### config.mk
export PLATFORM = sky130hd
export DESIGN_NAME = swr_regs
export DESIGN_NICKNAME = d
export VERILOG_FILES = /design/src/core/swr_pkg.sv /design/src/core/swr_regs.sv /design/src/core/swr_cfg_reg.sv
export SDC_FILE = /design/constraint.sdc
export NUM_CORES = 1
export LEC_CHECK = 0
export BUFFER_PORTS_ARGS = -buffer_cell sky130_fd_sc_hd__clkbuf_2
export CAP_MARGIN = 20
export CORE_MARGIN = 5
export CORE_UTILIZATION = 50
export CTS_CLUSTER_DIAMETER = 200
export DETAILED_ROUTE_END_ITERATION = 8
export MAX_ROUTING_LAYER = met4
export PLACE_DENSITY = 0.78
export SLEW_MARGIN = 20
export SYNTH_ARGS = -nofsm -noshare
export SYNTH_HDL_FRONTEND = slang
export SYNTH_SLANG_ARGS = --single-unit
### constraint.sdc
create_clock -name clk -period 1.1 [get_ports clk]
set_input_delay 0.055 -clock clk [delete_from_list [all_inputs] [get_ports clk]]
set_output_delay 0.055 -clock clk [all_outputs]
set_load 0.01 [all_outputs]
### src/core/swr_pkg.sv
// Purpose: Shared constants for the selective wake configuration register bank
// Assumes: 7-bit register addresses, 8-bit data
// Notes: Offsets are the printed register addresses
package swr_pkg;

  localparam int unsigned ADDR_W = 7;
  localparam int unsigned DATA_W = 8;

  // Register offsets
  localparam logic [6:0] OFS_SCRATCH_LO = 7'h1E;
  localparam logic [6:0] OFS_SCRATCH_HI = 7'h1F;
  localparam logic [6:0] OFS_WAKE_CTRL = 7'h20;
  localparam logic [6:0] OFS_BIT_QUANTA = 7'h21;
  localparam logic [6:0] OFS_SAMPLE_PT = 7'h22;
  localparam logic [6:0] OFS_IDENT_TOP = 7'h23;
  localparam logic [6:0] OFS_IDENT_UMID = 7'h24;
  localparam logic [6:0] OFS_IDENT_LMID = 7'h25;
  localparam logic [6:0] OFS_IDENT_BOT = 7'h26;
  localparam logic [6:0] OFS_RX_OPTION = 7'h35;

  // Reset values
  localparam logic [7:0] RST_SCRATCH = 8'h00;
  localparam logic [7:0] RST_WAKE_CTRL = 8'h00;
  localparam logic [7:0] RST_BIT_QUANTA = 8'hA0;
  localparam logic [7:0] RST_SAMPLE_PT = 8'h33;
  localparam logic [7:0] RST_IDENT = 8'h00;
  localparam logic [7:0] RST_RX_OPTION = 8'h00;

  // Control register field positions
  localparam int unsigned POS_TRIM_MODE = 7;
  localparam int unsigned POS_UNLOCK_HI = 6;
  localparam int unsigned POS_UNLOCK_LO = 5;
  localparam int unsigned POS_TO_IRQ_EN = 4;
  localparam int unsigned POS_SETUP_VALID = 0;
  localparam logic [1:0] UNLOCK_KEY = 2'h3;

  // Writable masks; cleared bits are reserved and read as zero. MASK_UPPER_NIB instead marks the control bits that restart keeps
  localparam logic [7:0] MASK_WAKE_CTRL = 8'hF1;
  localparam logic [7:0] MASK_SAMPLE_PT = 8'h3F;
  localparam logic [7:0] MASK_IDENT_BOT = 8'h7F;
  localparam logic [7:0] MASK_UPPER_NIB = 8'hF0;

  // Identifier flag positions in the bottom register
  localparam int unsigned POS_IDENT_EXT = 0;
  localparam int unsigned POS_REMOTE_REQ = 1;

  // Device operating modes
  typedef enum logic [3:0] {
    MODE_NORMAL = 4'b0001,
    MODE_STOP = 4'b0010,
    MODE_RESTART = 4'b0100,
    MODE_FAILSAFE = 4'b1000
  } swr_mode_type;

endpackage : swr_pkg

### src/core/swr_regs.sv
// Purpose: Selective wake configuration register bank behind the serial port
// Assumes: Serial frame decoder delivers one-cycle read and write strobes on clk
// Notes: arst_n is power-on reset; restart and soft reset are synchronous pulses
`timescale 1ns/1ps
module swr_regs
  import swr_pkg::*;
(
  // Clock and power-on reset
  input wire logic clk,
  input wire logic arst_n,
  // Device events, one-cycle pulses
  input wire logic softRst,
  input wire logic restartEvt,
  input wire logic wakeUpEvt,
  // Device mode, one-hot
  input wire swr_pkg::swr_mode_type devMode,
  // Register access from the serial decoder
  input wire logic wrStb,
  input wire logic rdStb,
  input wire logic [swr_pkg::ADDR_W-1:0] regAddr,
  input wire logic [swr_pkg::DATA_W-1:0] wrData,
  output logic [swr_pkg::DATA_W-1:0] rdData,
  output logic rdValid,
  // Bus time-out raw event and transmit pin
  input wire logic busTimeoutEvt,
  input wire logic busTransmitInputPin,
  // Outputs to the wake logic and pins
  output logic interruptOutPin_n,
  output logic busTimeoutFlag,
  output logic selectiveWakeEn,
  output logic oscTrimActive,
  output logic trimRefSample,
  output logic [7:0] quantaPerBit,
  output logic [5:0] samplePointFraction,
  output logic [28:0] wakeIdent,
  output logic [10:0] wakeIdentStd,
  output logic wakeIdentExt,
  output logic [7:0] lowPowerReceiverOption
);

  import swr_pkg::*;

  // Address decode helper, used for every register select
  function automatic logic hit(input logic [6:0] a, input logic [6:0] ofs);
    hit = (a == ofs);
  endfunction : hit

  // Named selects
  wire selScrLo = hit(regAddr, OFS_SCRATCH_LO);
  wire selScrHi = hit(regAddr, OFS_SCRATCH_HI);
  wire selCtrl = hit(regAddr, OFS_WAKE_CTRL);
  wire selQuanta = hit(regAddr, OFS_BIT_QUANTA);
  wire selSample = hit(regAddr, OFS_SAMPLE_PT);
  wire selIdTop = hit(regAddr, OFS_IDENT_TOP);
  wire selIdUmid = hit(regAddr, OFS_IDENT_UMID);
  wire selIdLmid = hit(regAddr, OFS_IDENT_LMID);
  wire selIdBot = hit(regAddr, OFS_IDENT_BOT);
  wire selRxOpt = hit(regAddr, OFS_RX_OPTION);

  wire inNormal = (devMode == MODE_NORMAL);
  wire inStop = (devMode == MODE_STOP);

  logic [7:0] scrLo_q;
  logic [7:0] scrHi_q;
  logic [7:0] ctrlVal;
  logic [7:0] quantaVal;
  logic [7:0] sampleVal;
  logic [7:0] idTopVal;
  logic [7:0] idUmidVal;
  logic [7:0] idLmidVal;
  logic [7:0] idBotVal;
  logic [7:0] rxOptVal;
  logic setupValid_q;
  logic setupValid_d;
  logic timeoutFlag_q;
  logic irqLine_q;
  logic [7:0] rdData_q;
  logic rdValid_q;
  logic trimSync1_q;
  logic trimSync2_q;
  logic trimRef_q;

  wire trimUnlocked = (ctrlVal[POS_UNLOCK_HI:POS_UNLOCK_LO] == UNLOCK_KEY);
  wire scratchWrOk = wrStb && inNormal;
  wire rxOptWrOk = wrStb && selRxOpt && trimUnlocked;

  // Any host write to timing or identifier data counts as a setup change
  wire cfgChange = wrStb && (selQuanta || selSample || selIdTop || selIdUmid
                   || selIdLmid || selIdBot);

  // Scratch bytes: only power-on clears them, no internal source writes them
  always_ff @(posedge clk or negedge arst_n) begin
    if (!arst_n) begin
      scrLo_q <= RST_SCRATCH;
      scrHi_q <= RST_SCRATCH;
    end else begin
      if (scratchWrOk && selScrLo) begin
        scrLo_q <= wrData;
      end
      if (scratchWrOk && selScrHi) begin
        scrHi_q <= wrData;
      end
    end
  end

  // Control register; setup-valid bit lives apart because hardware clears it
  swr_cfg_reg #(
    .RESET_VAL(RST_WAKE_CTRL),
    .WR_MASK(MASK_WAKE_CTRL & 8'hFE),
    .RESTART_CLR(~MASK_UPPER_NIB),
    .SOFT_KEEP(1'b0)
  ) uCtrl (
    .clk(clk),
    .arst_n(arst_n),
    .softRst(softRst),
    .restart(restartEvt),
    .wrEn(wrStb && selCtrl),
    .wrData(wrData),
    .value(ctrlVal)
  );

  // Timing and identifier registers share the same reset handling
  swr_cfg_reg #(.RESET_VAL(RST_BIT_QUANTA)) uQuanta (
    .clk(clk), .arst_n(arst_n), .softRst(softRst), .restart(restartEvt),
    .wrEn(wrStb && selQuanta), .wrData(wrData), .value(quantaVal)
  );
  swr_cfg_reg #(.RESET_VAL(RST_SAMPLE_PT), .WR_MASK(MASK_SAMPLE_PT)) uSample (
    .clk(clk), .arst_n(arst_n), .softRst(softRst), .restart(restartEvt),
    .wrEn(wrStb && selSample), .wrData(wrData), .value(sampleVal)
  );
  swr_cfg_reg #(.RESET_VAL(RST_IDENT)) uIdTop (
    .clk(clk), .arst_n(arst_n), .softRst(softRst), .restart(restartEvt),
    .wrEn(wrStb && selIdTop), .wrData(wrData), .value(idTopVal)
  );
  swr_cfg_reg #(.RESET_VAL(RST_IDENT)) uIdUmid (
    .clk(clk), .arst_n(arst_n), .softRst(softRst), .restart(restartEvt),
    .wrEn(wrStb && selIdUmid), .wrData(wrData), .value(idUmidVal)
  );
  swr_cfg_reg #(.RESET_VAL(RST_IDENT)) uIdLmid (
    .clk(clk), .arst_n(arst_n), .softRst(softRst), .restart(restartEvt),
    .wrEn(wrStb && selIdLmid), .wrData(wrData), .value(idLmidVal)
  );
  swr_cfg_reg #(.RESET_VAL(RST_IDENT), .WR_MASK(MASK_IDENT_BOT)) uIdBot (
    .clk(clk), .arst_n(arst_n), .softRst(softRst), .restart(restartEvt),
    .wrEn(wrStb && selIdBot), .wrData(wrData), .value(idBotVal)
  );
  swr_cfg_reg #(.RESET_VAL(RST_RX_OPTION)) uRxOpt (
    .clk(clk), .arst_n(arst_n), .softRst(softRst), .restart(restartEvt),
    .wrEn(rxOptWrOk), .wrData(wrData), .value(rxOptVal)
  );

  // Setup-valid: clears win over a host set, since stale config must not wake
  always_comb begin
    setupValid_d = setupValid_q;
    if (wrStb && selCtrl) begin
      setupValid_d = wrData[POS_SETUP_VALID];
    end
    if (wakeUpEvt || cfgChange || softRst || restartEvt) begin
      setupValid_d = 1'b0;
    end
  end

  always_ff @(posedge clk or negedge arst_n) begin
    if (!arst_n) begin
      setupValid_q <= 1'b0;
    end else begin
      setupValid_q <= setupValid_d;
    end
  end

  // Time-out flag follows the raw event only while selective wake is on in normal or stop mode
  always_ff @(posedge clk or negedge arst_n) begin
    if (!arst_n) begin
      timeoutFlag_q <= 1'b0;
    end else if (setupValid_q && (inNormal || inStop)) begin
      timeoutFlag_q <= busTimeoutEvt;
    end
  end

  // Interrupt line is low while an unmasked time-out is present
  always_ff @(posedge clk or negedge arst_n) begin
    if (!arst_n) begin
      irqLine_q <= 1'b1;
    end else begin
      irqLine_q <= ~(timeoutFlag_q && ctrlVal[POS_TO_IRQ_EN]);
    end
  end

  // Transmit pin is asynchronous; three flops before the trim logic sees it
  always_ff @(posedge clk or negedge arst_n) begin
    if (!arst_n) begin
      trimSync1_q <= 1'b1;
      trimSync2_q <= 1'b1;
      trimRef_q <= 1'b1;
    end else begin
      trimSync1_q <= busTransmitInputPin;
      trimSync2_q <= trimSync1_q;
      trimRef_q <= trimSync2_q;
    end
  end

  // Read mux; scratch bytes are readable in any mode, stop mode included
  wire [7:0] rdMux =
      selScrLo ? scrLo_q :
      selScrHi ? scrHi_q :
      selCtrl ? ((ctrlVal & MASK_WAKE_CTRL) | {7'h00, setupValid_q}) :
      selQuanta ? quantaVal :
      selSample ? sampleVal :
      selIdTop ? idTopVal :
      selIdUmid ? idUmidVal :
      selIdLmid ? idLmidVal :
      selIdBot ? idBotVal :
      selRxOpt ? rxOptVal : 8'h00;

  // Read data registered one cycle after the strobe
  always_ff @(posedge clk or negedge arst_n) begin
    if (!arst_n) begin
      rdData_q <= 8'h00;
      rdValid_q <= 1'b0;
    end else begin
      rdValid_q <= rdStb;
      if (rdStb) begin
        rdData_q <= rdMux;
      end
    end
  end

  // Registered configuration outputs toward the wake decoder
  logic trimActive_q;
  logic [28:0] ident_q;
  logic [10:0] identStd_q;
  logic identExt_q;
  logic swkEn_q;
  logic [7:0] quanta_q;
  logic [5:0] sample_q;
  logic [7:0] rxOpt_q;

  wire [28:0] identCat = {idTopVal, idUmidVal, idLmidVal, idBotVal[6:2]};

  always_ff @(posedge clk or negedge arst_n) begin
    if (!arst_n) begin
      trimActive_q <= 1'b0;
      ident_q <= 29'h0000000;
      identStd_q <= 11'h000;
      identExt_q <= 1'b0;
      swkEn_q <= 1'b0;
      quanta_q <= RST_BIT_QUANTA;
      sample_q <= RST_SAMPLE_PT[5:0];
      rxOpt_q <= RST_RX_OPTION;
    end else begin
      trimActive_q <= ctrlVal[POS_TRIM_MODE] && trimUnlocked;
      ident_q <= identCat;
      identStd_q <= identCat[28:18];
      identExt_q <= idBotVal[POS_IDENT_EXT];
      swkEn_q <= setupValid_q;
      quanta_q <= quantaVal;
      sample_q <= sampleVal[5:0];
      rxOpt_q <= rxOptVal;
    end
  end

  assign rdData = rdData_q;
  assign rdValid = rdValid_q;
  assign interruptOutPin_n = irqLine_q;
  assign busTimeoutFlag = timeoutFlag_q;
  assign selectiveWakeEn = swkEn_q;
  assign oscTrimActive = trimActive_q;
  assign trimRefSample = trimRef_q;
  assign quantaPerBit = quanta_q;
  assign samplePointFraction = sample_q;
  assign wakeIdent = ident_q;
  assign wakeIdentStd = identStd_q;
  assign wakeIdentExt = identExt_q;
  assign lowPowerReceiverOption = rxOpt_q;

endmodule : swr_regs

### src/core/swr_cfg_reg.sv
// Purpose: One 8-bit configuration register with masked write and event resets
// Assumes: Restart and soft reset are one-cycle pulses on clk
// Notes: Reserved bits are held at zero by the write mask
`timescale 1ns/1ps
module swr_cfg_reg #(
  parameter logic [7:0] RESET_VAL = 8'h00,
  parameter logic [7:0] WR_MASK = 8'hFF,
  parameter logic [7:0] RESTART_CLR = 8'h00,
  parameter bit SOFT_KEEP = 1'b0
) (
  // Clock and reset
  input wire logic clk,
  input wire logic arst_n,
  // Events
  input wire logic softRst,
  input wire logic restart,
  // Write port
  input wire logic wrEn,
  input wire logic [7:0] wrData,
  // Stored value
  output logic [7:0] value
);

  logic [7:0] regQ;
  logic [7:0] regD;

  // Soft reset wins over restart and write; restart clears only chosen bits
  always_comb begin
    regD = regQ;
    if (softRst && !SOFT_KEEP) begin
      regD = RESET_VAL & WR_MASK;
    end else if (restart) begin
      regD = regQ & ~RESTART_CLR;
    end else if (wrEn) begin
      regD = wrData & WR_MASK;
    end
  end

  // Storage
  always_ff @(posedge clk or negedge arst_n) begin
    if (!arst_n) begin
      regQ <= RESET_VAL & WR_MASK;
    end else begin
      regQ <= regD;
    end
  end

  assign value = regQ;

endmodule : swr_cfg_reg

# --- Word level (Yosys, flattened, before mapping) ---
# Index checks and enable logic that the tools add are counted.
word_totals:
  register_bits: 157
  out_inout_bits: 77
classes:
  n_eq_ne: 14
  mux: 36
  n_bitwise: 2
  reduce_logical: 43
op_table:
  columns: ["cell", "count"]
  rows:
  - ["8-bit two-way mux", 34]
  - ["7-bit by 6-bit == test with 1-bit output, second input constant", 8]
  - ["2-bit nonzero test", 9]
  - ["1-bit logical AND", 16]
  - ["2-bit AND reduction", 8]
  - ["7-bit by 5-bit == test with 1-bit output, second input constant", 2]
  - ["1-bit logical OR", 9]
  - ["8-bit by 1-bit OR with 8-bit output", 1]
  - ["4-bit by 1-bit == test with 1-bit output, second input constant", 1]
  - ["4-bit by 2-bit == test with 1-bit output, second input constant", 1]
  - ["3-bit nonzero test", 1]
  - ["2-bit == test, second input constant", 1]
  - ["1-bit two-way mux", 2]
  - ["2-bit inequality test, second input constant", 1]
  - ["1-bit inverter", 1]

# --- Longest topological paths before layout ---
# Gate-level depths: netlist of the first run.
depth:
  ltp_word: 11
  mapped_depth: 7
  depth_no_buf: 5

# --- By module ---
# Synthesis of the first run repeated with hierarchy kept, for this count alone.
hier_totals:
  cells_unflattened: 568
  area_unflattened_um2: 6557.5
modules_own_cells:
  columns: ["module", "n_inst", "cells_each", "area_each_um2"]
  rows:
  - ["swr_regs", 1, 313, 3628.5]
  - ["swr_cfg_reg (uIdLmid ...)", 4, 34, 399.1]
  - ["swr_cfg_reg (uQuanta)", 1, 35, 390.4]
  - ["swr_cfg_reg (uIdBot)", 1, 32, 385.4]
  - ["swr_cfg_reg (uSample)", 1, 30, 319.1]
  - ["swr_cfg_reg (uCtrl)", 1, 22, 237.7]

# --- Least setup slack after synthesis of the first run ---
# OpenSTA, ideal clock, no wires.
synth_path:
  path_type: "input port to flip-flop"
  start: "input port regAddr[0] (netlist bit)"
  end: "register scrLo_q[7]"
  arrival_ns: 1.544
  slack_ns: -0.569
  stages: 6
  n_path_buf: 2
  path_cell_list: "nand2b_1 > clkbuf_1 > or3_1 > clkbuf_1 > nor2_2 > mux2_2"
synth_via:
  elab_chain_len: 2
synth_rtl:
  columns: ["item", "line", "text"]
  rows:
  - ["start: declaration", "swr_regs.sv:20", "input wire logic [swr_pkg::ADDR_W-1:0] regAddr,"]
  - ["7-bit by 5-bit == test with 1-bit output", "swr_regs.sv:45", "hit = (a == ofs);"]
  - ["1-bit logical AND", "swr_regs.sv:97", "if (scratchWrOk && selScrLo) begin"]
  - ["end signal: assignment", "swr_regs.sv:98", "scrLo_q <= wrData;"]
  - ["end: declaration", "swr_regs.sv:63", "logic [7:0] scrLo_q;"]
# No other way between the ends.
# A chain may end at the register's enable or synchronous reset.

# --- Final worst setup path of the first run ---
layout_path:
  start: "input port regAddr[6] (netlist bit)"
  end: "register rdData_q[0] (netlist: rdData[0])"
layout_via:
  elab_chain_len: 11
  word_cells_on_any_way: 20
  cone_classes: "eq/ne: 10; mux: 10"
layout_rtl:
  columns: ["item", "line", "text"]
  rows:
  - ["7-bit by 6-bit == test with 1-bit output", "swr_regs.sv:45", null]
  - ["8-bit two-way mux", "swr_regs.sv:213", "selRxOpt ? rxOptVal : 8'h00;"]
  - ["8-bit two-way mux", "swr_regs.sv:212", "selIdBot ? idBotVal :"]
  - ["8-bit two-way mux", "swr_regs.sv:211", "selIdLmid ? idLmidVal :"]
  - ["8-bit two-way mux", "swr_regs.sv:210", "selIdUmid ? idUmidVal :"]
  - ["8-bit two-way mux", "swr_regs.sv:209", "selIdTop ? idTopVal :"]
  - ["8-bit two-way mux", "swr_regs.sv:208", "selSample ? sampleVal :"]
  - ["8-bit two-way mux", "swr_regs.sv:207", "selQuanta ? quantaVal :"]
  - ["8-bit two-way mux", "swr_regs.sv:206", "selCtrl ? ((ctrlVal & MASK_WAKE_CTRL) | {7'h00, setupValid_q}) :"]
  - ["8-bit two-way mux", "swr_regs.sv:205", "selScrHi ? scrHi_q :"]
  - ["8-bit two-way mux *", "swr_regs.sv:204", "selScrLo ? scrLo_q :"]
  - ["end signal: assignment", "swr_regs.sv:223", "rdData_q <= rdMux;"]
  - ["end: declaration", "swr_regs.sv:77", "logic [7:0] rdData_q;"]
# Every way passes the cells marked *; elsewhere a longest branch is shown, timed or not.

==> impl_metrics.csv, run 1 <==
group,metric,value,unit
detailed_routing,avgRoutedWirePerCell,22.9,um
sta,rsz0062_at_grt,"true",
sta,tightest_slew,0.581,ns
power,p_sw_share,22.5,%
global_routing,grt_pass1_vias,5260,
power,ir_drop,852,uV
outcome,violations,"negative setup slack",
final_layout,area_growth,50.2,%
power,p_sw,2.79,mW
detailed_routing,firstDrtPassIters,5,
critical_path,critPathKind,"primary input to flop",
synthesis,synthMuxAreaShare,12.1,%
placed_design,pre_cts_slack,-0.770,ns
clocking,clk_pin_slew,0.06,ns
clocking,cts_buffer_depth,2,
synthesis,synth_xor_area_share,0.148,%
critical_path,worst_setup_path_start_kind,"primary input",
synthesis,synth_area_per_cell,12.2,sq um
critical_path,critPathRequiredTime,1.46,ns
detailed_routing,vias,5065,
synthesis,synth_compound_area_share,9.85,%
global_routing,overflow,0,
floorplan,fp.dieArea,0.0141,sq mm
sta,max_slew_margin,60.8,%
sta,post-route-period-util,123,%
sta,worst_slack,-0.256,ns
synthesis,yosys.cell_types.count,54,
floorplan,initial_utilization,51.3,%
clocking,root_buffer,"clkbuf_16",
global_routing,gr-usage-all-layers,29.3,%
synthesis,ys_warn_count,0,
synthesis,syn_area,0.00591,sq mm
floorplan,die_w,119,um
synthesis,dominantRegCellSynth,"dfrtp_1",
sta,slew_violations,0,
detailed_routing,drc_errors,0,
power,clock_power_share,49.5,%
power,p_int,9.62,mW
synthesis,synth_edf_count,0,
clocking,clock_latency,0.43,ns
floorplan,die_h,119,um
sta,clock.fmax,0.737,GHz
clocking,htreeDepth,4,
synthesis,synth_top_family_by_area,"simple AND/OR/NAND/NOR gates",
critical_path,arrival,1.72,ns
sta,finalSetupViolCount,87,
final_layout,drive_gt1_share,49.9,%
power,pwr-share-comb,7.8,%
hold_path,hp-class,"primary input to async pin",
power,p_leak,4.37,nW
floorplan,rows,39,
sta,min_period,1.36,ns
detailed_routing,drtIter0Drc,488,
critical_path,path_max_fanout,5,
floorplan,core,0.0115,sq mm
floorplan,ios,105,
placed_design,io_buffers,104,
power,seqPwrFrac,42.7,%
synthesis,syn-instance-count,486,
synthesis,synthSimpleGateAreaFrac,13.5,%
global_routing,antenna_found_initial,0,
clocking,cts.sinks,142,
sta,hold-worst-slack,0.0434,ns
synthesis,ys_seq_elements,142,
synthesis,syn_nets,514,
final_layout,largest_reg_flops,28,
placed_design,dp_hpwl,13600,um
clocking,numCtsBuffers,17,
detailed_routing,detail-route-antenna-nets,0,
sta,hold_viol_final,0,
power,total_power,12.4,mW
placed_design,place.gp.congestion,0.990,
global_routing,grt_max_degree,58,
clocking,cts_tree,"yes",
sta,fin_skew,0.00697,ns
final_layout,num_antenna_cells,0,
global_routing,grt_pass1_wl,30500,um
detailed_routing,drt-total-wl,19900,um
synthesis,ys_async_sr_fraction,100,%
critical_path,end_kind,"flop",
power,power-per-cell-area,1400,mW/mm^2
flow_run,maxCapViolations,0,
outcome,outcome,"complete, but fails checks",
synthesis,yosysSeqAreaShare,60.5,%
final_layout,nNetsFinal,744,
detailed_routing,vias_per_cell,5.81,
synthesis,synth_fa_ha_area_share,0,%
==> per-stage QoR <==
stage,setup TNS (ns),std cells,area [sq um],util (%)
2_1_floorplan,-25.34,486,6100,-
3_3_place_gp,-42.77,817,7610,66.1
3_5_place_dp,-43.96,817,7610,66.1
4_1_cts,-4.01,865,8600,74.6
5_1_grt,-11.41,872,8870,77.0
6_report,-6.27,872,8870,77.0
==> critical path: stages <==
cell and delay (ns):
clkbuf_16 0.13, buf_6 0.11, nor4bb_4 0.36, nand2_2 0.16, buf_6 0.17, o311ai_0 0.50
o22a_1 0.23
==> cell usage after synthesis, types with 4 or more instances <==
| cell type | n | area share [%] |
|---|---|---|
| mux2_2 | 17 | 3.2 |
| a21oi_1 | 12 | 1.0 |
| nand2b_1 | 5 | 0.53 |
| buf_2 | 4 | 0.34 |
| dfstp_2 | 16 | 7.1 |
| a221oi_1 | 13 | 1.9 |
| o22a_1 | 7 | 1.0 |
| a31oi_1 | 5 | 0.53 |
| nor2b_1 | 13 | 1.4 |
| buf_4 | 11 | 1.4 |
| nand3b_1 | 4 | 0.51 |
| mux2i_1 | 52 | 8.8 |
| dfrtp_1 | 126 | 53 |
| o21ai_0 | 9 | 0.76 |
| nor3_1 | 9 | 0.76 |
| clkbuf_1 | 22 | 1.4 |
| or3_1 | 7 | 0.74 |
| inv_1 | 5 | 0.32 |
| nand2_1 | 16 | 1.0 |
| a211o_1 | 7 | 1.0 |
| a32oi_1 | 4 | 0.59 |
| nor2_1 | 70 | 4.4 |
==> cell usage in the layout, fill, tap and decap left out, drive strengths merged, types with 3 or more instances in the layout <==
cell type / instances
dfrtp: 126
nor2b: 13
buf: 152
nand2: 17
nand3b: 4
clkinv: 4
a221oi: 13
nor2: 72
mux2: 17
o22a: 7
clkbuf: 114
dfstp: 16
nor3: 12
o32ai: 3
a211o: 7
o22ai: 3
a31oi: 5
a21oi: 12
nand2b: 5
o221ai: 3
and3: 3
bufinv: 4
o21ai: 9
clkinvlp: 3
mux2i: 52
inv: 6
a31o: 3
dlygate4sd3: 7
nand3: 3
a32oi: 4
or3: 7
==> cells by family (layout without fill, tap and decap cells) <==
family,Yosys count,after routing
xor+xnor,1,1
buf+inv,47,290
mux,69,69
flops,142,142
simple gates,149,149
compound gates,78,78
==> worst paths after layout <==
path / startpoint / end / slack, ns / cells after the start
max: regAddr[6] / rdData[0] / -0.26 / 7
max reg2reg: uIdBot.value[0] / rdData[0] / -0.24 / 5
max in group asynchronous: arst_n / trimRefSample / 0.47 / 3
min reg2reg: trimSync1_q / trimSync2_q / 0.36 / 0
min: arst_n / wakeIdent[19] / 0.04 / 2
min in group clk: wrData[0] / scrLo_q[0] / 0.05 / 3
==> timing repair <==
action / 4_1_cts / 5_1_grt
endpoints found under the hold margin: 143 / 0
pin swaps: 29 / 27
buffers inserted: 13 / 8
hold buffers: 7 / 0
resized for setup: 47 / 52
endpoints found under the setup margin: 77 / 86
==> power groups by stage <==
stage	combinational, mW	sequential (mW)	clock (mW)
final	0.965	5.30	6.14
after global routing	1.02	5.30	6.44
after CTS	0.902	5.30	6.21
after detailed placement	0.835	5.39	0
after global placement	0.829	5.39	0
after floorplan	0.311	5.40	0
==> per-layer routing <==
| metal | share of wire (%) | global-route usage, % |
|---|---|---|
| met2 | 48 | 45.8 |
| met3 | 6.4 | 7.12 |
| met1 | 41 | 36.9 |
| met4 | 3.6 | 12.0 |
| met5 | 0 | - |
==> layout make-up <==
class                   instances  area [sq um]
flip-flops and latches        142          3570
fillers                       697          2640
multi-input cells             297          2480
repair buffers                252          1990
clock buffers                  21           470
well taps                     143           179
clock inverters                11           163
inverters                       6          22.5
Power figures use the tool's default switching activity.
==> inputs of run 2 (changes only) <==
PLACE_DENSITY = 0.75   (was 0.78)
==> run 2 against run 1 <==
  * The flow still finishes with violations (negative setup slack)
  * First-iteration DRC count up 19%
  * Largest power group unchanged
  * Non-clock buffer count unchanged
  * Fmax fell by 1.2%
  * Critical path depth decreased by 3
  * Design area shrank 0.62%
  * Combinational power down 2.5%
==> impl_metrics.csv, run 2 (synthesis results as in run 1) <==
group,metric,value,unit
outcome,outcome,"complete, but fails checks",
outcome,violations,"negative setup slack",
clocking,htreeDepth,4,
clocking,cts.sinks,142,
critical_path,critPathRequiredTime,1.45,ns
power,p_sw_share,23.9,%
floorplan,fp.dieArea,0.0141,sq mm
floorplan,core,0.0115,sq mm
critical_path,worstPathCellList,"a21oi_1 -> or3_1 -> a31oi_1 -> o22a_1",
sta,fin_skew,0.00605,ns
critical_path,reg2reg_slack,-0.27,ns
hold_path,hp-class,"primary input to flop",
power,p_int,9.07,mW
power,pwr-share-comb,7.9,%
placed_design,place.gp.congestion,1.08,
sta,min_period,1.37,ns
global_routing,grt_max_degree,47,
final_layout,drive_gt1_share,49.5,%
detailed_routing,avgRoutedWirePerCell,21.8,um
critical_path,end_kind,"flop",
detailed_routing,vias_per_cell,5.71,
clocking,clock_latency,0.42,ns
final_layout,nNetsFinal,744,
placed_design,dp_hpwl,13400,um
detailed_routing,drc_errors,0,
critical_path,worstSetupStartpoint,"uSample.value[0]",
final_layout,final_common_cell,"dfrtp_1",
power,total_power,11.9,mW
final_layout,design_area,0.00882,sq mm
global_routing,antenna_found_initial,0,
critical_path,crit_cells,4,
clocking,cts_tree,"yes",
sta,clock.fmax,0.729,GHz
critical_path,critPathTopFamily,"flip-flops",
clocking,clk_pin_slew,0.06,ns
placed_design,postPlaceCellArea,0.00767,sq mm
power,clock_power_share,47.7,%
sta,slew_violations,0,
global_routing,gr-usage-all-layers,28.3,%
critical_path,cpMaxStageDelayCell,"dfstp_2",
power,p_sw,2.85,mW
critical_path,cp.buffers_inverters,0,
detailed_routing,drtIter0Drc,580,
critical_path,reg2reg_depth,4,
power,p_leak,4.31,nW
critical_path,worst_r2r_endpoint,"rdData[0]",
critical_path,critPathKind,"flop to flop",
sta,worst_slack,-0.272,ns
critical_path,crit_path_end,"rdData[0]",
critical_path,arrival,1.72,ns
final_layout,area_growth,49.3,%
detailed_routing,firstDrtPassIters,5,
power,ir_drop,869,uV
global_routing,overflow,0,
sta,rsz0062_at_grt,"true",
sta,tightest_slew,0.426,ns
placed_design,io_buffers,104,
floorplan,ios,105,
floorplan,die_w,119,um
detailed_routing,drt-total-wl,19000,um
power,power-per-cell-area,1350,mW/mm^2
power,seqPwrFrac,44.4,%
critical_path,path_max_fanout,3,
flow_run,maxCapViolations,0,
sta,hold_viol_final,0,
floorplan,die_h,119,um
final_layout,mostFrequentLayoutCells,"126 x dfrtp_1, 109 x buf_4, 90 x clkbuf_2",
final_layout,largest_reg_flops,28,
final_layout,num_antenna_cells,0,
detailed_routing,detail-route-antenna-nets,0,
clocking,cts_buffer_depth,2,
clocking,numCtsBuffers,17,
sta,post-route-period-util,125,%
placed_design,pre_cts_slack,-0.861,ns
detailed_routing,vias,4975,
global_routing,grt_pass1_vias,5009,
critical_path,crit_path_max_incr_delay,0.55,ns
sta,finalSetupViolCount,58,
floorplan,initial_utilization,51.3,%
sta,hold-worst-slack,0.0111,ns
global_routing,grt_pass1_wl,29600,um
critical_path,reg2reg_from,"uSample.value[0]",
floorplan,rows,39,
critical_path,worst_setup_path_start_kind,"flop",
clocking,root_buffer,"clkbuf_16",
sta,max_slew_margin,71.2,%
-- run 2: cell count changes in the layout (fill, tap and decap cells not counted), moves of 3 or more --
cell      delta
buf_4        +4
buf_12       +3
inv_6        +3
o21ai_1      -3
a221oi_2     -5
a221oi_1     +4
buf_6        -4
-- run 2: through the flow --
stage	setup TNS [ns]	cells	util, %
5_1_grt	-9.21	872	76.6
3_5_place_dp	-41.60	823	66.6
3_3_place_gp	-39.99	823	66.6
4_1_cts	-3.33	869	75.0
2_1_floorplan	-25.34	486	-
6_report	-3.52	872	76.6
-- run 2: what timing repair did --
| action | in CTS | in global routing |
|---|---|---|
| setup buffers | 10 | 5 |
| hold endpoints to repair | 141 | 0 |
| gates resized for setup | 48 | 48 |
| setup endpoints to repair | 74 | 90 |
| hold buffers | 5 | 0 |
| cloned | 1 | 0 |
| pin swaps | 22 | 17 |
-- run 2: cell type report --
type | count | area [sq um]
Clock buffer | 20 | 447
Timing Repair Buffer | 252 | 2000
Sequential cell | 142 | 3570
Multi-Input combinational cell | 297 | 2460
Inverter | 6 | 22.5
Clock inverter | 12 | 136
Tap cell | 143 | 179
Fill cell | 718 | 2700
-- run 2: worst min path at each step --
stage / endpoint / depth (start not counted) / slack [ns] / from
floorplan: busTimeoutFlag / 0 / -0.24 / arst_n
global placement: wakeIdent[16] / 1 / -0.02 / arst_n
detailed placement: wakeIdent[6] / 1 / -0.02 / arst_n
CTS: setupValid_q / 4 / 0.003 / restartEvt
global route: setupValid_q / 3 / 0.02 / wrStb
finish: setupValid_q / 3 / 0.01 / wrStb
-- run 2: worst register-to-register path, cell delays in order, from the launching register on --
cell and delay, ns:
dfstp_2 0.55, a21oi_1 0.07, or3_1 0.36, a31oi_1 0.18, o22a_1 0.16
-- run 2: power groups by stage --
stage	Clock, mW	Sequential (mW)	Combinational [mW]
final	5.69	5.30	0.941
after global routing	5.98	5.30	1.00
after CTS	5.74	5.30	0.897
after detailed placement	0	5.39	0.836
after global placement	0	5.39	0.825
after floorplan	0	5.40	0.311
-- run 2: per-layer routing --
layer	vias to the layer above	wire length (um)	track usage [%]
li1	2187	-	-
met1	2495	8140	38.9
met2	253	9240	44.5
met3	40	1310	4.63
met4	0	366	6.95
met5	-	0	-
==> inputs of run 3 (changes only) <==
ABC_AREA = 1   (was default)
CORE_UTILIZATION = 55   (was 50)
CTS_CLUSTER_SIZE = 8   (was default)
PLACE_DENSITY = 0.79   (was 0.75)
clock period = 1.5 ns   (was 1.1 ns; I/O delays follow)
==> run 3 against run 2 <==
  * The run now ends clean
  * Design area is 17% lower
  * Area after synthesis is 2.9% lower
  * Global-route usage is 0.45 points higher
  * Wire length is 13% lower
  * Count of clock-buffer cells in the layout stayed put
  * Clock skew is 0.0038 ns higher
  * Worst setup slack better by 0.36 ns
  * Critical path type is now primary input to flop
  * Largest power group is now registers
==> impl_metrics.csv, run 3 <==
group,metric,value,unit
detailed_routing,detail-route-antenna-nets,0,
synthesis,syn_area,0.00573,sq mm
power,p_leak,3.78,nW
synthesis,synth_area_per_cell,9.38,sq um
placed_design,place.gp.congestion,0.980,
sta,max_slew_margin,66.1,%
final_layout,design_area,0.00736,sq mm
final_layout,final_common_cell,"nand2_1",
final_layout,multi_input_area,0.00170,sq mm
floorplan,initial_utilization,56.0,%
global_routing,antenna_found_initial,1,
critical_path,worstSetupStartpoint,"wrStb",
outcome,outcome,"finished, final reports clean",
power,clock_power_share,43.6,%
global_routing,grt_max_degree,44,
synthesis,synth.most_common_cell,"nand2_1",
synthesis,synth_top_cell_area_share,55.0,%
sta,hold-worst-slack,0.0274,ns
floorplan,ios,105,
global_routing,met2_usage,43.9,%
floorplan,core,0.0102,sq mm
detailed_routing,vias,4793,
clocking,htreeDepth,4,
critical_path,worstPathCellList,"dlygate4sd3_1 -> clkbuf_2 -> inv_1 -> nor2_1 -> inv_1 -> o21ai_0 -> a221oi_1 -> dlygate4sd3_1",
synthesis,ys_warn_count,0,
clocking,clk_pin_slew,0.07,ns
clocking,clock_latency,0.53,ns
final_layout,nNetsFinal,797,
final_layout,layout.cells.non_filler,919,
sta,setup_tns,0,ns
synthesis,dominantRegCellSynth,"dfrtp_1",
sta,hold_viol_final,0,
synthesis,syn-instance-count,611,
synthesis,yosysSeqAreaShare,62.3,%
power,p_sw,2.34,mW
synthesis,ys_seq_elements,142,
global_routing,gr-max-usage-layer,"met2",
final_layout,largest_reg_flops,28,
critical_path,critPathRequiredTime,1.96,ns
critical_path,critPathKind,"primary input to flop",
flow_run,maxCapViolations,0,
clocking,root_buffer,"clkbuf_8",
power,ir_drop,935,uV
placed_design,io_buffers,104,
final_layout,fill_cells,710,
global_routing,gr-usage-all-layers,28.8,%
critical_path,cpMaxStageDelayCell,"dlygate4sd3_1",
power,pwr-share-comb,9.3,%
placed_design,dp_cells,867,
global_routing,use_met3,6.74,%
clocking,cts_buffer_depth,2,
detailed_routing,drt-total-wl,16500,um
synthesis,ys_async_sr_fraction,100,%
critical_path,end_kind,"flop",
synthesis,yosys.cell_types.count,31,
sta,rsz0062_at_grt,"false",
power,power-per-cell-area,1230,mW/mm^2
clocking,cts_setup_buffers,0,
final_layout,regArea,0.00357,sq mm
final_layout,mostFrequentLayoutCells,"167 x nand2_1, 126 x dfrtp_1, 103 x clkbuf_2",
sta,fin_skew,0.00980,ns
detailed_routing,avgRoutedWirePerCell,18.0,um
sta,slew_violations,0,
critical_path,crit_path_max_incr_delay,0.58,ns
power,p_sw_share,25.8,%
final_layout,area_growth,28.4,%
sta,tightest_slew,0.506,ns
placed_design,dp_hpwl,12200,um
global_routing,met1_usage,38.4,%
floorplan,die_h,112,um
detailed_routing,firstDrtPassIters,5,
sta,clock.fmax,0.708,GHz
hold_path,hp-class,"primary input to async pin",
synthesis,synth_largest_area_cell,"dfrtp_1",
global_routing,grt_pass1_wl,27000,um
detailed_routing,drtIter0Drc,451,
global_routing,overflow,0,
power,p_int,6.70,mW
detailed_routing,drc_errors,0,
global_routing,grt_pass1_vias,4903,
critical_path,critPathTopFamily,"buffers and inverters",
detailed_routing,vias_per_cell,5.22,
clocking,numCtsBuffers,17,
clocking,cts_tree,"yes",
synthesis,synth_edf_count,0,
placed_design,postPlaceCellArea,0.00661,sq mm
critical_path,arrival,1.88,ns
final_layout,drive_gt1_share,28.1,%
sta,min_period,1.41,ns
clocking,cts.sinks,142,
critical_path,path_max_fanout,3,
sta,finalSetupViolCount,0,
critical_path,reg2reg_from,"setupValid_q",
floorplan,fp.dieArea,0.0126,sq mm
critical_path,cp.buffers_inverters,5,
floorplan,die_w,112,um
power,seqPwrFrac,47.1,%
floorplan,rows,37,
sta,post-route-period-util,94.1,%
synthesis,synthTopCellsByCount,"167 x nand2_1, 126 x dfrtp_1, 82 x o21ai_0",
synthesis,syn_nets,639,
critical_path,worst_setup_path_start_kind,"primary input",
synthesis,synthTopCellsByArea,"dfrtp_1 55%, nand2_1 11%, dfstp_2 7.3%",
==> run 3: worst register-to-register path, delay by kind of cell, from the launching register on <==
kind            cells  cell delay (ns)
compound gates      1             0.26
buf+inv             2             0.68
flops               1             0.41
==> run 3: logic make-up after synthesis <==
group	synth area share, %
and+or+nand+nor	19.0
DFF	62.3
buffers and inverters	8.08
AOI/OAI and AO/OA	10.6
==> run 3: timing repair <==
item | 4_1_cts | 5_1_grt
gates resized for setup | 0 | 1
hold buffers | 19 | 0
endpoints found under the setup margin | 0 | 1
endpoints found under the hold margin | 161 | 0
==> run 3: layout make-up <==
| class | instances | share of cell area (%) |
|---|---|---|
| flip-flops and latches | 142 | 48.5 |
| multi-input cells | 363 | 23.1 |
| repair buffers | 161 | 14.1 |
| clock buffers | 20 | 6.05 |
| inverters | 84 | 4.35 |
| well taps | 136 | 2.31 |
| clock inverters | 12 | 1.51 |
| diodes | 1 | 0.0340 |
==> run 3: final timing paths <==
check,to,slack [ns],depth (start not counted)
worst max register to register,setupValid_q,0.10,3
worst min register to register,trimRefSample,0.36,0
worst min-delay path,lowPowerReceiverOption[3],0.03,2
max in group asynchronous,uSample.value[1],0.83,3
min in group clk,uSample.value[5],0.04,3
worst max-delay path,setupValid_q,0.09,8
==> run 3: routing by layer <==
layer,up-vias,wire length (um)
li1,2245,-
met1,2292,7140
met2,218,7800
met3,38,1160
met4,0,425
met5,-,0
==> run 3: power by group through the flow <==
stage               clock (mW)  combinational [mW]  sequential [mW]
floorplan                    0               0.315             4.34
global placement             0               0.777             4.30
detailed placement           0               0.795             4.32
CTS                       3.96               0.841             4.26
global route              4.18               0.924             4.29
finish                    3.94               0.837             4.26
==> run 3: metrics by stage <==
stage	utilization (%)	setup slack, ns	total power, mW
5_1_grt	72.0	0.00205	9.39
4_1_cts	71.9	0.128	9.06
3_3_place_gp	64.6	-0.0979	5.08
6_report	72.0	0.0878	9.04
3_5_place_dp	64.6	-0.0842	5.12
2_1_floorplan	-	0.278	4.65
